## src/include/fps_pkg.sv

```systemverilog
package fps_pkg;
    // ****************************************************************
    // timing and command constants
    // ****************************************************************
    localparam int CLK_MHZ = 25;
    localparam int CLK_NS = 40;
    // bus cycle phase length, covers write pulse, access time and hold
    localparam int PHASE_NS = 120;
    localparam int PHASE_CYC = (PHASE_NS + CLK_NS - 1) / CLK_NS;
    // delay after resume
    localparam int RESUME_MS = 10;
    localparam int RESUME_CYC = RESUME_MS * 1000 * CLK_MHZ;
    // timeouts beyond maximum program and erase times
    localparam int PROG_MAX_US = 300;
    localparam int CHIP_ERASE_MAX_S = 32;
    localparam int TO_PROG_CYC = 2 * PROG_MAX_US * CLK_MHZ;
    localparam longint TO_ERASE_CYC = 2 * longint'(CHIP_ERASE_MAX_S) * 1000000 * CLK_MHZ;
    localparam int SUSP_LIMIT = 1024;
    localparam logic [7:0] CMD_SUSPEND = 8'hB0;
    localparam logic [7:0] CMD_RESUME = 8'h30;
    localparam logic [7:0] ERASED_BYTE = 8'hFF;
    localparam int POLL_BIT = 7;
    localparam int TOGGLE_BIT = 6;
    // host command codes
    localparam logic [2:0] OP_PROGRAM = 3'h0;
    localparam logic [2:0] OP_CHIP_ERASE = 3'h1;
    localparam logic [2:0] OP_SECTOR_ERASE = 3'h2;
    localparam logic [2:0] OP_SUSPEND = 3'h3;
    localparam logic [2:0] OP_RESUME = 3'h4;
    localparam logic [2:0] OP_READ = 3'h5;
    localparam logic [2:0] OP_WRITE = 3'h6;
    // completion codes
    localparam logic [1:0] RES_OK = 2'h0;
    localparam logic [1:0] RES_TIMEOUT = 2'h1;
    localparam logic [1:0] RES_MISMATCH = 2'h2;
endpackage : fps_pkg

```

## src/hw/fps_host.sv

```systemverilog
`timescale 1ns/1ps
// Functional notes
// - suspend: write B0H, poll toggle bit until steady, then access
// - resume with 30H; erase continues; may suspend again
// - after resume, wait 10 ms when suspends may exceed 1024
// - chip enable deasserted and reasserted around each status read
// - polled reads use target address; toggle reads any address
module fps_host #(
    parameter int RESUME_CYCLES = fps_pkg::RESUME_CYC,
    parameter int PROG_TIMEOUT = fps_pkg::TO_PROG_CYC,
    parameter longint ERASE_TIMEOUT = fps_pkg::TO_ERASE_CYC
) (
    // clock and reset
    input wire logic mclk,
    input wire logic rst_n,
    // user command port
    input wire logic cmdValid,
    input wire logic [2:0] cmdOp,
    input wire logic [18:0] cmdAddr,
    input wire logic [7:0] cmdData,
    output logic cmdReady,
    output logic doneValid,
    output logic [1:0] doneCode,
    output logic [7:0] doneData,
    // flash pins
    output logic [18:0] flashAddr,
    output logic ceN,
    output logic oeN,
    output logic weN,
    output logic [7:0] dqOut,
    output logic dqOe,
    input wire logic [7:0] dqIn
);
    typedef enum {IDLE, WR_LO, WR_HI, RD_LO, RD_HI, DECIDE, WAIT_RES} fps_state_t;
    fps_state_t state;
    logic [7:0] dqSync1, dqSync2, lastStatus, expData;
    logic havePrev, isErase, keepGoing;
    logic [2:0] op;
    logic [3:0] phaseCnt;
    logic [63:0] toCnt;
    logic [10:0] suspCnt;
    logic [23:0] resumeWait;
    logic toggleSteady, pollDone, timedOut;

    // ****************************************************************
    // pin synchroniser for read data
    // ****************************************************************
    always_ff @(posedge mclk or negedge rst_n)
    begin
        if (!rst_n)
        begin
            dqSync1 <= 8'h00;
            dqSync2 <= 8'h00;
        end
        else
        begin
            dqSync1 <= dqIn;
            dqSync2 <= dqSync1;
        end
    end

    // completion tests on the newest status byte
    assign toggleSteady = havePrev &&
        (dqSync2[fps_pkg::TOGGLE_BIT] == lastStatus[fps_pkg::TOGGLE_BIT]);
    assign pollDone = isErase ? dqSync2[fps_pkg::POLL_BIT]
                              : (dqSync2[fps_pkg::POLL_BIT] == expData[fps_pkg::POLL_BIT]);

    // another status read is needed while the operation is still busy
    always_comb
    begin
        keepGoing = 1'b0;
        if (op == fps_pkg::OP_SUSPEND)
            keepGoing = !toggleSteady;
        else if (op != fps_pkg::OP_READ)
            keepGoing = !pollDone;
    end

    // status loop limit, longer for erase than for program
    assign timedOut = isErase ? (toCnt >= 64'(ERASE_TIMEOUT))
                              : (toCnt >= 64'(PROG_TIMEOUT));

    // ****************************************************************
    // sequencer
    // ****************************************************************
    always_ff @(posedge mclk or negedge rst_n)
    begin
        if (!rst_n)
        begin
            state <= IDLE;
            cmdReady <= 1'b0;
            doneValid <= 1'b0;
            doneCode <= fps_pkg::RES_OK;
            doneData <= 8'h00;
            flashAddr <= 19'h00000;
            ceN <= 1'b1;
            oeN <= 1'b1;
            weN <= 1'b1;
            dqOut <= 8'h00;
            dqOe <= 1'b0;
            phaseCnt <= 4'h0;
            toCnt <= 64'h0;
            lastStatus <= 8'h00;
            expData <= 8'h00;
            havePrev <= 1'b0;
            isErase <= 1'b0;
            op <= 3'h0;
            suspCnt <= 11'h000;
            resumeWait <= 24'h000000;
        end
        else
        begin
            doneValid <= 1'b0;
            unique case (state)
                IDLE:
                begin
                    cmdReady <= 1'b1;
                    if (cmdValid && cmdReady)
                    begin
                        cmdReady <= 1'b0;
                        op <= cmdOp;
                        flashAddr <= cmdAddr;
                        expData <= cmdData;
                        havePrev <= 1'b0;
                        toCnt <= 64'h0;
                        phaseCnt <= 4'h0;
                        isErase <= (cmdOp == fps_pkg::OP_CHIP_ERASE) ||
                                   (cmdOp == fps_pkg::OP_SECTOR_ERASE);
                        unique case (cmdOp)
                            fps_pkg::OP_READ: state <= RD_LO;
                            fps_pkg::OP_SUSPEND:
                            begin
                                dqOut <= fps_pkg::CMD_SUSPEND;
                                state <= WR_LO;
                            end
                            fps_pkg::OP_RESUME:
                            begin
                                dqOut <= fps_pkg::CMD_RESUME;
                                state <= WR_LO;
                            end
                            default:
                            begin
                                dqOut <= cmdData;
                                state <= WR_LO;
                            end
                        endcase
                    end
                end
                WR_LO:
                begin
                    ceN <= 1'b0;
                    weN <= 1'b0;
                    dqOe <= 1'b1;
                    phaseCnt <= phaseCnt + 4'h1;
                    if (phaseCnt == 4'(fps_pkg::PHASE_CYC))
                    begin
                        phaseCnt <= 4'h0;
                        state <= WR_HI;
                    end
                end
                WR_HI:
                begin
                    weN <= 1'b1;
                    ceN <= 1'b1;
                    phaseCnt <= phaseCnt + 4'h1;
                    if (phaseCnt == 4'(fps_pkg::PHASE_CYC))
                    begin
                        dqOe <= 1'b0;
                        phaseCnt <= 4'h0;
                        if (op == fps_pkg::OP_WRITE)
                        begin
                            doneCode <= fps_pkg::RES_OK;
                            doneValid <= 1'b1;
                            state <= IDLE;
                        end
                        else if (op == fps_pkg::OP_RESUME)
                        begin
                            suspCnt <= (suspCnt == 11'(fps_pkg::SUSP_LIMIT)) ? suspCnt
                                                                           : suspCnt + 11'h001;
                            resumeWait <= 24'h000000;
                            state <= WAIT_RES;
                        end
                        else
                            state <= RD_LO;
                    end
                end
                RD_LO:
                begin
                    ceN <= 1'b0;
                    oeN <= 1'b0;
                    toCnt <= toCnt + 64'h1;
                    phaseCnt <= phaseCnt + 4'h1;
                    if (phaseCnt == 4'(fps_pkg::PHASE_CYC) + 4'h2)
                    begin
                        phaseCnt <= 4'h0;
                        state <= DECIDE;
                    end
                end
                DECIDE:
                begin
                    ceN <= 1'b1;
                    oeN <= 1'b1;
                    lastStatus <= dqSync2;
                    havePrev <= 1'b1;
                    doneData <= dqSync2;
                    if (keepGoing && !timedOut)
                        state <= RD_LO;
                    else
                    begin
                        // a loop cut short by its limit reports timeout
                        doneCode <= keepGoing ? fps_pkg::RES_TIMEOUT : fps_pkg::RES_OK;
                        doneValid <= 1'b1;
                        state <= IDLE;
                    end
                end
                WAIT_RES:
                begin
                    resumeWait <= resumeWait + 24'h000001;
                    if ((suspCnt < 11'(fps_pkg::SUSP_LIMIT)) ||
                        (resumeWait >= 24'(RESUME_CYCLES)))
                    begin
                        doneCode <= fps_pkg::RES_OK;
                        doneValid <= 1'b1;
                        state <= IDLE;
                    end
                end
            endcase
        end
    end

    // ****************************************************************
    // checks
    // ****************************************************************
    chk_ce_fresh: assert property (@(posedge mclk) disable iff (!rst_n)
        (state == DECIDE) |=> ceN)
        else $error("chip enable not released between status reads");
    chk_suspend_byte: assert property (@(posedge mclk) disable iff (!rst_n)
        (state == WR_LO && op == fps_pkg::OP_SUSPEND) |-> dqOut == fps_pkg::CMD_SUSPEND)
        else $error("suspend byte wrong");
    chk_resume_byte: assert property (@(posedge mclk) disable iff (!rst_n)
        (state == WR_LO && op == fps_pkg::OP_RESUME) |-> dqOut == fps_pkg::CMD_RESUME)
        else $error("resume byte wrong");
    chk_resume_wait: assert property (@(posedge mclk) disable iff (!rst_n)
        (state == WAIT_RES && suspCnt == 11'(fps_pkg::SUSP_LIMIT) &&
         resumeWait < 24'(RESUME_CYCLES)) |=> !doneValid)
        else $error("resume delay skipped");
    chk_no_drive_read: assert property (@(posedge mclk) disable iff (!rst_n)
        !oeN |-> !dqOe)
        else $error("bus contention on read");
    chk_we_pulse: assert property (@(posedge mclk) disable iff (!rst_n)
        $fell(weN) |-> !weN [*3])
        else $error("write pulse too short");
    chk_poll_done: assert property (@(posedge mclk) disable iff (!rst_n)
        (state == DECIDE && op == fps_pkg::OP_PROGRAM && !pollDone && !toggleSteady
         && toCnt < 64'(PROG_TIMEOUT)) |=> !doneValid)
        else $error("program ended early");
    chk_erase_done: assert property (@(posedge mclk) disable iff (!rst_n)
        (state == DECIDE && isErase && !dqSync2[fps_pkg::POLL_BIT]
         && toCnt < 64'(ERASE_TIMEOUT)) |=> !doneValid)
        else $error("erase ended early");
    cov_program: cover property (@(posedge mclk) disable iff (!rst_n)
        doneValid && op == fps_pkg::OP_PROGRAM);
    cov_erase: cover property (@(posedge mclk) disable iff (!rst_n)
        doneValid && op == fps_pkg::OP_SECTOR_ERASE);
    cov_suspend: cover property (@(posedge mclk) disable iff (!rst_n)
        doneValid && op == fps_pkg::OP_SUSPEND);
endmodule : fps_host

```

## config.mk

```make
export PLATFORM = sky130hd
export DESIGN_NAME = fps_host
export DESIGN_NICKNAME = d
export VERILOG_FILES = /design/src/include/fps_pkg.sv /design/src/hw/fps_host.sv
export SDC_FILE = /design/constraint.sdc
export NUM_CORES = 1
export LEC_CHECK = 0
export BUFFER_PORTS_ARGS = -buffer_cell sky130_fd_sc_hd__buf_2
export CORE_ASPECT_RATIO = 1.2
export CORE_MARGIN = 1
export CORE_UTILIZATION = 59
export CTS_CLUSTER_SIZE = 8
export DETAILED_ROUTE_END_ITERATION = 10
export PLACE_DENSITY = 0.9
export RECOVER_POWER = 25
export SLEW_MARGIN = 10
export SYNTH_ARGS = -nofsm -noshare
export SYNTH_HDL_FRONTEND = slang
export SYNTH_SLANG_ARGS = --single-unit
```

## constraint.sdc

```tcl
create_clock -name mclk -period 3 [get_ports mclk]
set_input_delay 0.45 -clock mclk [delete_from_list [all_inputs] [get_ports mclk]]
set_output_delay 0.45 -clock mclk [all_outputs]
set_load 0.01 [all_outputs]
```

## Word-level counts from Yosys, hierarchy flattened

Cells that the tools add are included.

- Register bits after elaboration: 207
- Bits in latches: 0
- Bits in writable memories: 0
- Bits in read-only memories: 0
- Bits of input ports: 41
- Logic and storage cells: 134
- Memories kept: 0

- Add/sub/neg operators: 4
- $mul: 0
- Divide/modulo/power cells: 0
- Magnitude comparators: 4
- Equal/unequal tests: 28
- Shift operators: 0
- Mux-type cells: 44
- Bitwise operators: 3
- Reductions and logical operators: 30

Operators with widths:

| kind | number |
|---|---|
| $pmux 32 s6 | 1 |
| $mux 32 | 5 |
| $pmux 64 s2 | 1 |
| $mux 24 | 3 |
| $add 64x1->64 const B | 1 |
| $eq 32x2->1 const B | 2 |
| $eq 32x3->1 const B | 2 |
| $ge 64x14->1 const B | 1 |
| $ge 64x31->1 const B | 1 |
| $mux 64 | 1 |
| $pmux 24 s2 | 1 |
| $eq 32x1->1 const B | 1 |
| $logic_not 32->1 | 1 |
| $add 24x1->24 const B | 1 |
| $ge 24x18->1 const B | 1 |
| $pmux 8 s3 | 1 |
| $ne 2x2->1 const B | 9 |
| $reduce_and 5->1 | 3 |
| $eq 3x3->1 const B | 4 |
| $mux 1 | 12 |
| $mux 2 | 6 |
| $mux 4 | 3 |
| $pmux 4 s3 | 1 |
| $reduce_bool 2->1 | 6 |
| other kinds (23) | 45 |

## Depth between registers and ports, before layout

- Depth after elaboration: 8
- Depth in mapped cells: 8
- Mapped depth without buffers: 7

## Least setup slack after synthesis

OpenSTA, ideal clock, no wires.

- Path type: flip-flop to flip-flop
- From: reg phaseCnt[0]
- To: reg resumeWait[22]
- Setup time: 0.078 ns
- Arrival time: 2.456 ns
- Required time: 2.922 ns
- Setup slack: 0.466 ns
- Cell stages (with the launch flop): 9
- Path buffers: 2
- Period minus slack after synthesis: 2.534 ns
- Path through: dfrtp_1 > ha_1 > or3b_1 > buf_6 > o21a_4 > or4_1 > clkbuf_2 > or4_1 > a21oi_1

- Cells in the longest elaborated chain, start to end: 3

RTL lines:

| item | RTL line | source |
|---|---|---|
| start: declaration | fps_host.sv:39 | `logic [3:0] phaseCnt;` |
| start signal: assignment | fps_host.sv:153 | `phaseCnt <= phaseCnt + 4'h1;` |
| start signal: assignment | fps_host.sv:164 | `phaseCnt <= phaseCnt + 4'h1;` |
| start signal: assignment | fps_host.sv:191 | `phaseCnt <= phaseCnt + 4'h1;` |
| $eq 4x2->1 | fps_host.sv:165 | `if (phaseCnt == 4'(fps_pkg::PHASE_CYC))` |
| $ne 2x2->1 (no line) | - |  |
| $reduce_and 4->1 (no line) | - |  |
| end signal: assignment | fps_host.sv:217 | `resumeWait <= resumeWait + 24'h000001;` |
| end: declaration | fps_host.sv:42 | `logic [23:0] resumeWait;` |

No other way between the ends.
A chain may end at the register's enable or synchronous reset.

## Worst setup path after layout

Ends and elaborated chain as after synthesis.

==> flow_summary.toml <==
[status]
status = "finished with violations"
failed_checks = "capacitance limit, slew limit"

[clock_tree]
insertion_delay_ns = 0.44
cts_sinks = 170
cts_hold_buf = 0
post-cts-setup-buffer-count = 0
htree_levels = 4
cts-resized-gates = 0
path_clk_slew_ns = 0.06
cts_tree = "built"
clk_path_buf_depth = 2
root_buffer = "clkbuf_16"
numCtsBuffers = 17

[power]
seq_power_share_pct = 44.6
p_switching_mw = 2.757
power_mw = 7.764
p_sw_share_pct = 35.51
vdd_ir_drop_max_mv = 0.6335
p_int_mw = 5.007
p_clk_share_pct = 27.5
p_comb_share_pct = 27.9
power_density_nw_per_um2 = 820.4
p_leak_nw = 4.147

[floorplanning]
die_h_um = 131.6
die_w_um = 110.0
dieArea_sq_um = 14480
io_pins = 84
row_count = 47
core_area_sq_um = 13760
initial_core_util_pct = 60.05

[sta]
rsz0062_at_grt = "false"
slew_headroom_pct = -41.79
fmax_ghz = 0.3757
setup_viol = 0
drv_slew = 83
setup_tns_ns = 0
hold_viol_final = 0
fin_crit_ns = 2.662
clock_skew_ns = 0.006789
worst_slew_pin_slew_ns = 2.127
min_period_over_period_pct = 88.73
setup_ws_ns = 0.3382

[worst_setup_path]
cp_cell_sequence = "ha_1, or3b_1, o21a_4, or4_1, or4_1, a21oi_1"
critPathMaxFanout = 17
crit_required_ns = 3.36
cp-start-kind = "flop"
path_buf_inv = 0
end_kind = "flop"
cp_common_cell = "or4_1"
cpLargestDelayFamily = "simple AND/OR/NAND/NOR gates"
worstSetupPathType = "reg -> reg"
crit_slowest_cell = "or4_1"
crit_path_max_incr_delay_ns = 0.63
crit_arrival_ns = 3.02

[placed_design]
portBuffers = 82
dpl_cell_area_sq_um = 8906
hpwlAfterDp_um = 12980
pre_cts_slack_ns = 0.3331
gp_congestion = 0.8952

[synth]
ys_ff_latch = 170
synth_seq_area_share_pct = 51.53
synth.avg_cell_area_sq_um = 9.443
ys_types = 60
synth_edf_count = 0
synth_area_leaders = "dfrtp_1 (51%), nand2_1 (7.1%), mux2i_1 (3.4%), nand3_1 (3.2%), o21ai_0 (2.9%)"
ys.flop_type = "dfrtp_1"
synth_top_area_cell = "dfrtp_1"
mappedNetlistArea_sq_um = 8263
synth_nets = 924
synth_common_cells = "dfrtp_1 (167), nand2_1 (157), nand3_1 (53), nor2_1 (52), o21ai_0 (48)"
synth_top_cell_area_share_pct = 50.58
yosys_warnings = 0
synth_most_common_cell = "dfrtp_1"
synthCells = 875
synthArstFlopShare_pct = 100.0

[hold_path]
hold_class = "in -> reg"

[layout]
area_growth_pct = 14.54
final_area_sq_um = 9464
n_antenna_cell = 0
fillCellCount = 1001
nets = 1001
multi_input_area_sq_um = 3741
final-seq-area_sq_um = 4258
final_layout_size_suffix_gt1_share_pct = 15.85

[global_routing]
grt_start_max_net_pins = 85
antenna_found_initial = 0
grt_pass1_wl_um = 33050
grt_util_all_layers_pct = 29.44
grt_pass1_vias = 6881
gr-total-overflow = 0

[routing]
initialDrtViolationCount = 843
drt_wl_total_um = 19710
routedWlPerCell_um = 17.35
postRouteAntennaNets = 0
via_per_inst = 6.278
drc = 0
firstDrtPassIters = 5
via_count = 7132

[job]
maxCapViolCount = 1
[flip-flops by register name, summed over array words and instances (netlist names), 4 cells and up]
signal	flops
lastStatus	8
toCnt	64
dqSync2	8
dqSync1	8
suspCnt	11
resumeWait	24
phaseCnt	4
flashAddr	19
dqOut	8
[kinds of logic (layout without fill, tap and decap cells)]
| family | count (synthesis) | after routing | synth area share [%] |
|---|---|---|---|
| other | 1 | 1 | 0.04538 |
| buffers and inverters | 68 | 158 | 3.362 |
| multiplexers | 37 | 37 | 4.618 |
| AO/OA/AOI/OAI | 151 | 151 | 12.10 |
| flip-flops | 170 | 170 | 51.53 |
| adder cells (fa/ha/maj) | 8 | 8 | 1.211 |
| AND/OR/NAND/NOR | 413 | 413 | 24.27 |
| XOR/XNOR | 27 | 27 | 2.862 |
[cells in the final DEF, fill, tap and decap left out, types with 5 or more instances in the layout]
master	n
dfrtp_1	167
buf_4	21
nand2_1	157
nand3_1	52
mux2i_1	28
a22o_1	5
nor4_1	37
o211ai_1	15
xnor2_1	24
nand2b_1	5
inv_1	21
a21oi_1	19
clkbuf_1	5
nand4_1	38
and3_1	14
o21ai_0	48
nor3_1	22
clkinvlp_4	5
nor2_1	52
clkbuf_16	17
mux2_2	9
ha_1	8
nor2b_1	7
a211oi_1	8
buf_2	81
o41ai_1	5
o22ai_1	5
o31ai_1	21
[routing by layer]
metal | vias up | track usage, % | share of wire, %
met5 | - | 0 | 0
met4 | 0 | 15.04 | 3.9
met3 | 62 | 7.391 | 4.7
met2 | 246 | 45.90 | 50
met1 | 3508 | 37.57 | 41
li1 | 3316 | - | -
[area by class of cell]
| cell class | instances | area share [%] |
|---|---|---|
| flip-flops and latches | 170 | 44.99 |
| multi-input cells | 637 | 39.53 |
| repair buffers | 105 | 6.425 |
| clock buffers | 22 | 4.693 |
| well taps | 171 | 2.261 |
| clock inverters | 10 | 1.269 |
| inverters | 21 | 0.8329 |
[power by group through the flow]
stage	registers, mW	logic [mW]	clock network, mW
3_5_place_dp	3.47	2.13	0
5_1_grt	3.54	2.41	2.26
3_3_place_gp	3.43	2.06	0
4_1_cts	3.44	2.17	2.16
2_1_floorplan	3.41	1.38	0
6_report	3.46	2.17	2.13
[through the flow]
stage / cells / hold slack, ns / util [%]
2_1_floorplan: 875 / 0.1544 / -
3_3_place_gp: 1104 / 0.3318 / 64.72
3_5_place_dp: 1104 / 0.3347 / 64.72
4_1_cts: 1136 / 0.09358 / 68.82
5_1_grt: 1136 / 0.09337 / 68.78
6_report: 1136 / 0.1174 / 68.78
[path summary, 6_finish.rpt]
check	endpoint	cells after the start	slack, ns	start
hold / removal	dqSync1[4]$_DFF_PN0_	1	0.12	dqIn[4]
hold reg to reg	dqSync2[7]$_DFF_PN0_	0	0.34	dqSync1[7]$_DFF_PN0_
setup reg to reg	resumeWait[22]$_DFFE_PN0P_	6	0.34	phaseCnt[0]$_DFFE_PN0P_
setup / recovery	resumeWait[22]$_DFFE_PN0P_	6	0.34	phaseCnt[0]$_DFFE_PN0P_
min in group asynchronous	dqSync2[1]$_DFF_PN0_	1	0.59	rst_n
max in group asynchronous	dqOut[3]$_DFFE_PN0P_	1	1.12	rst_n
(Power assumes the default switching activity.)
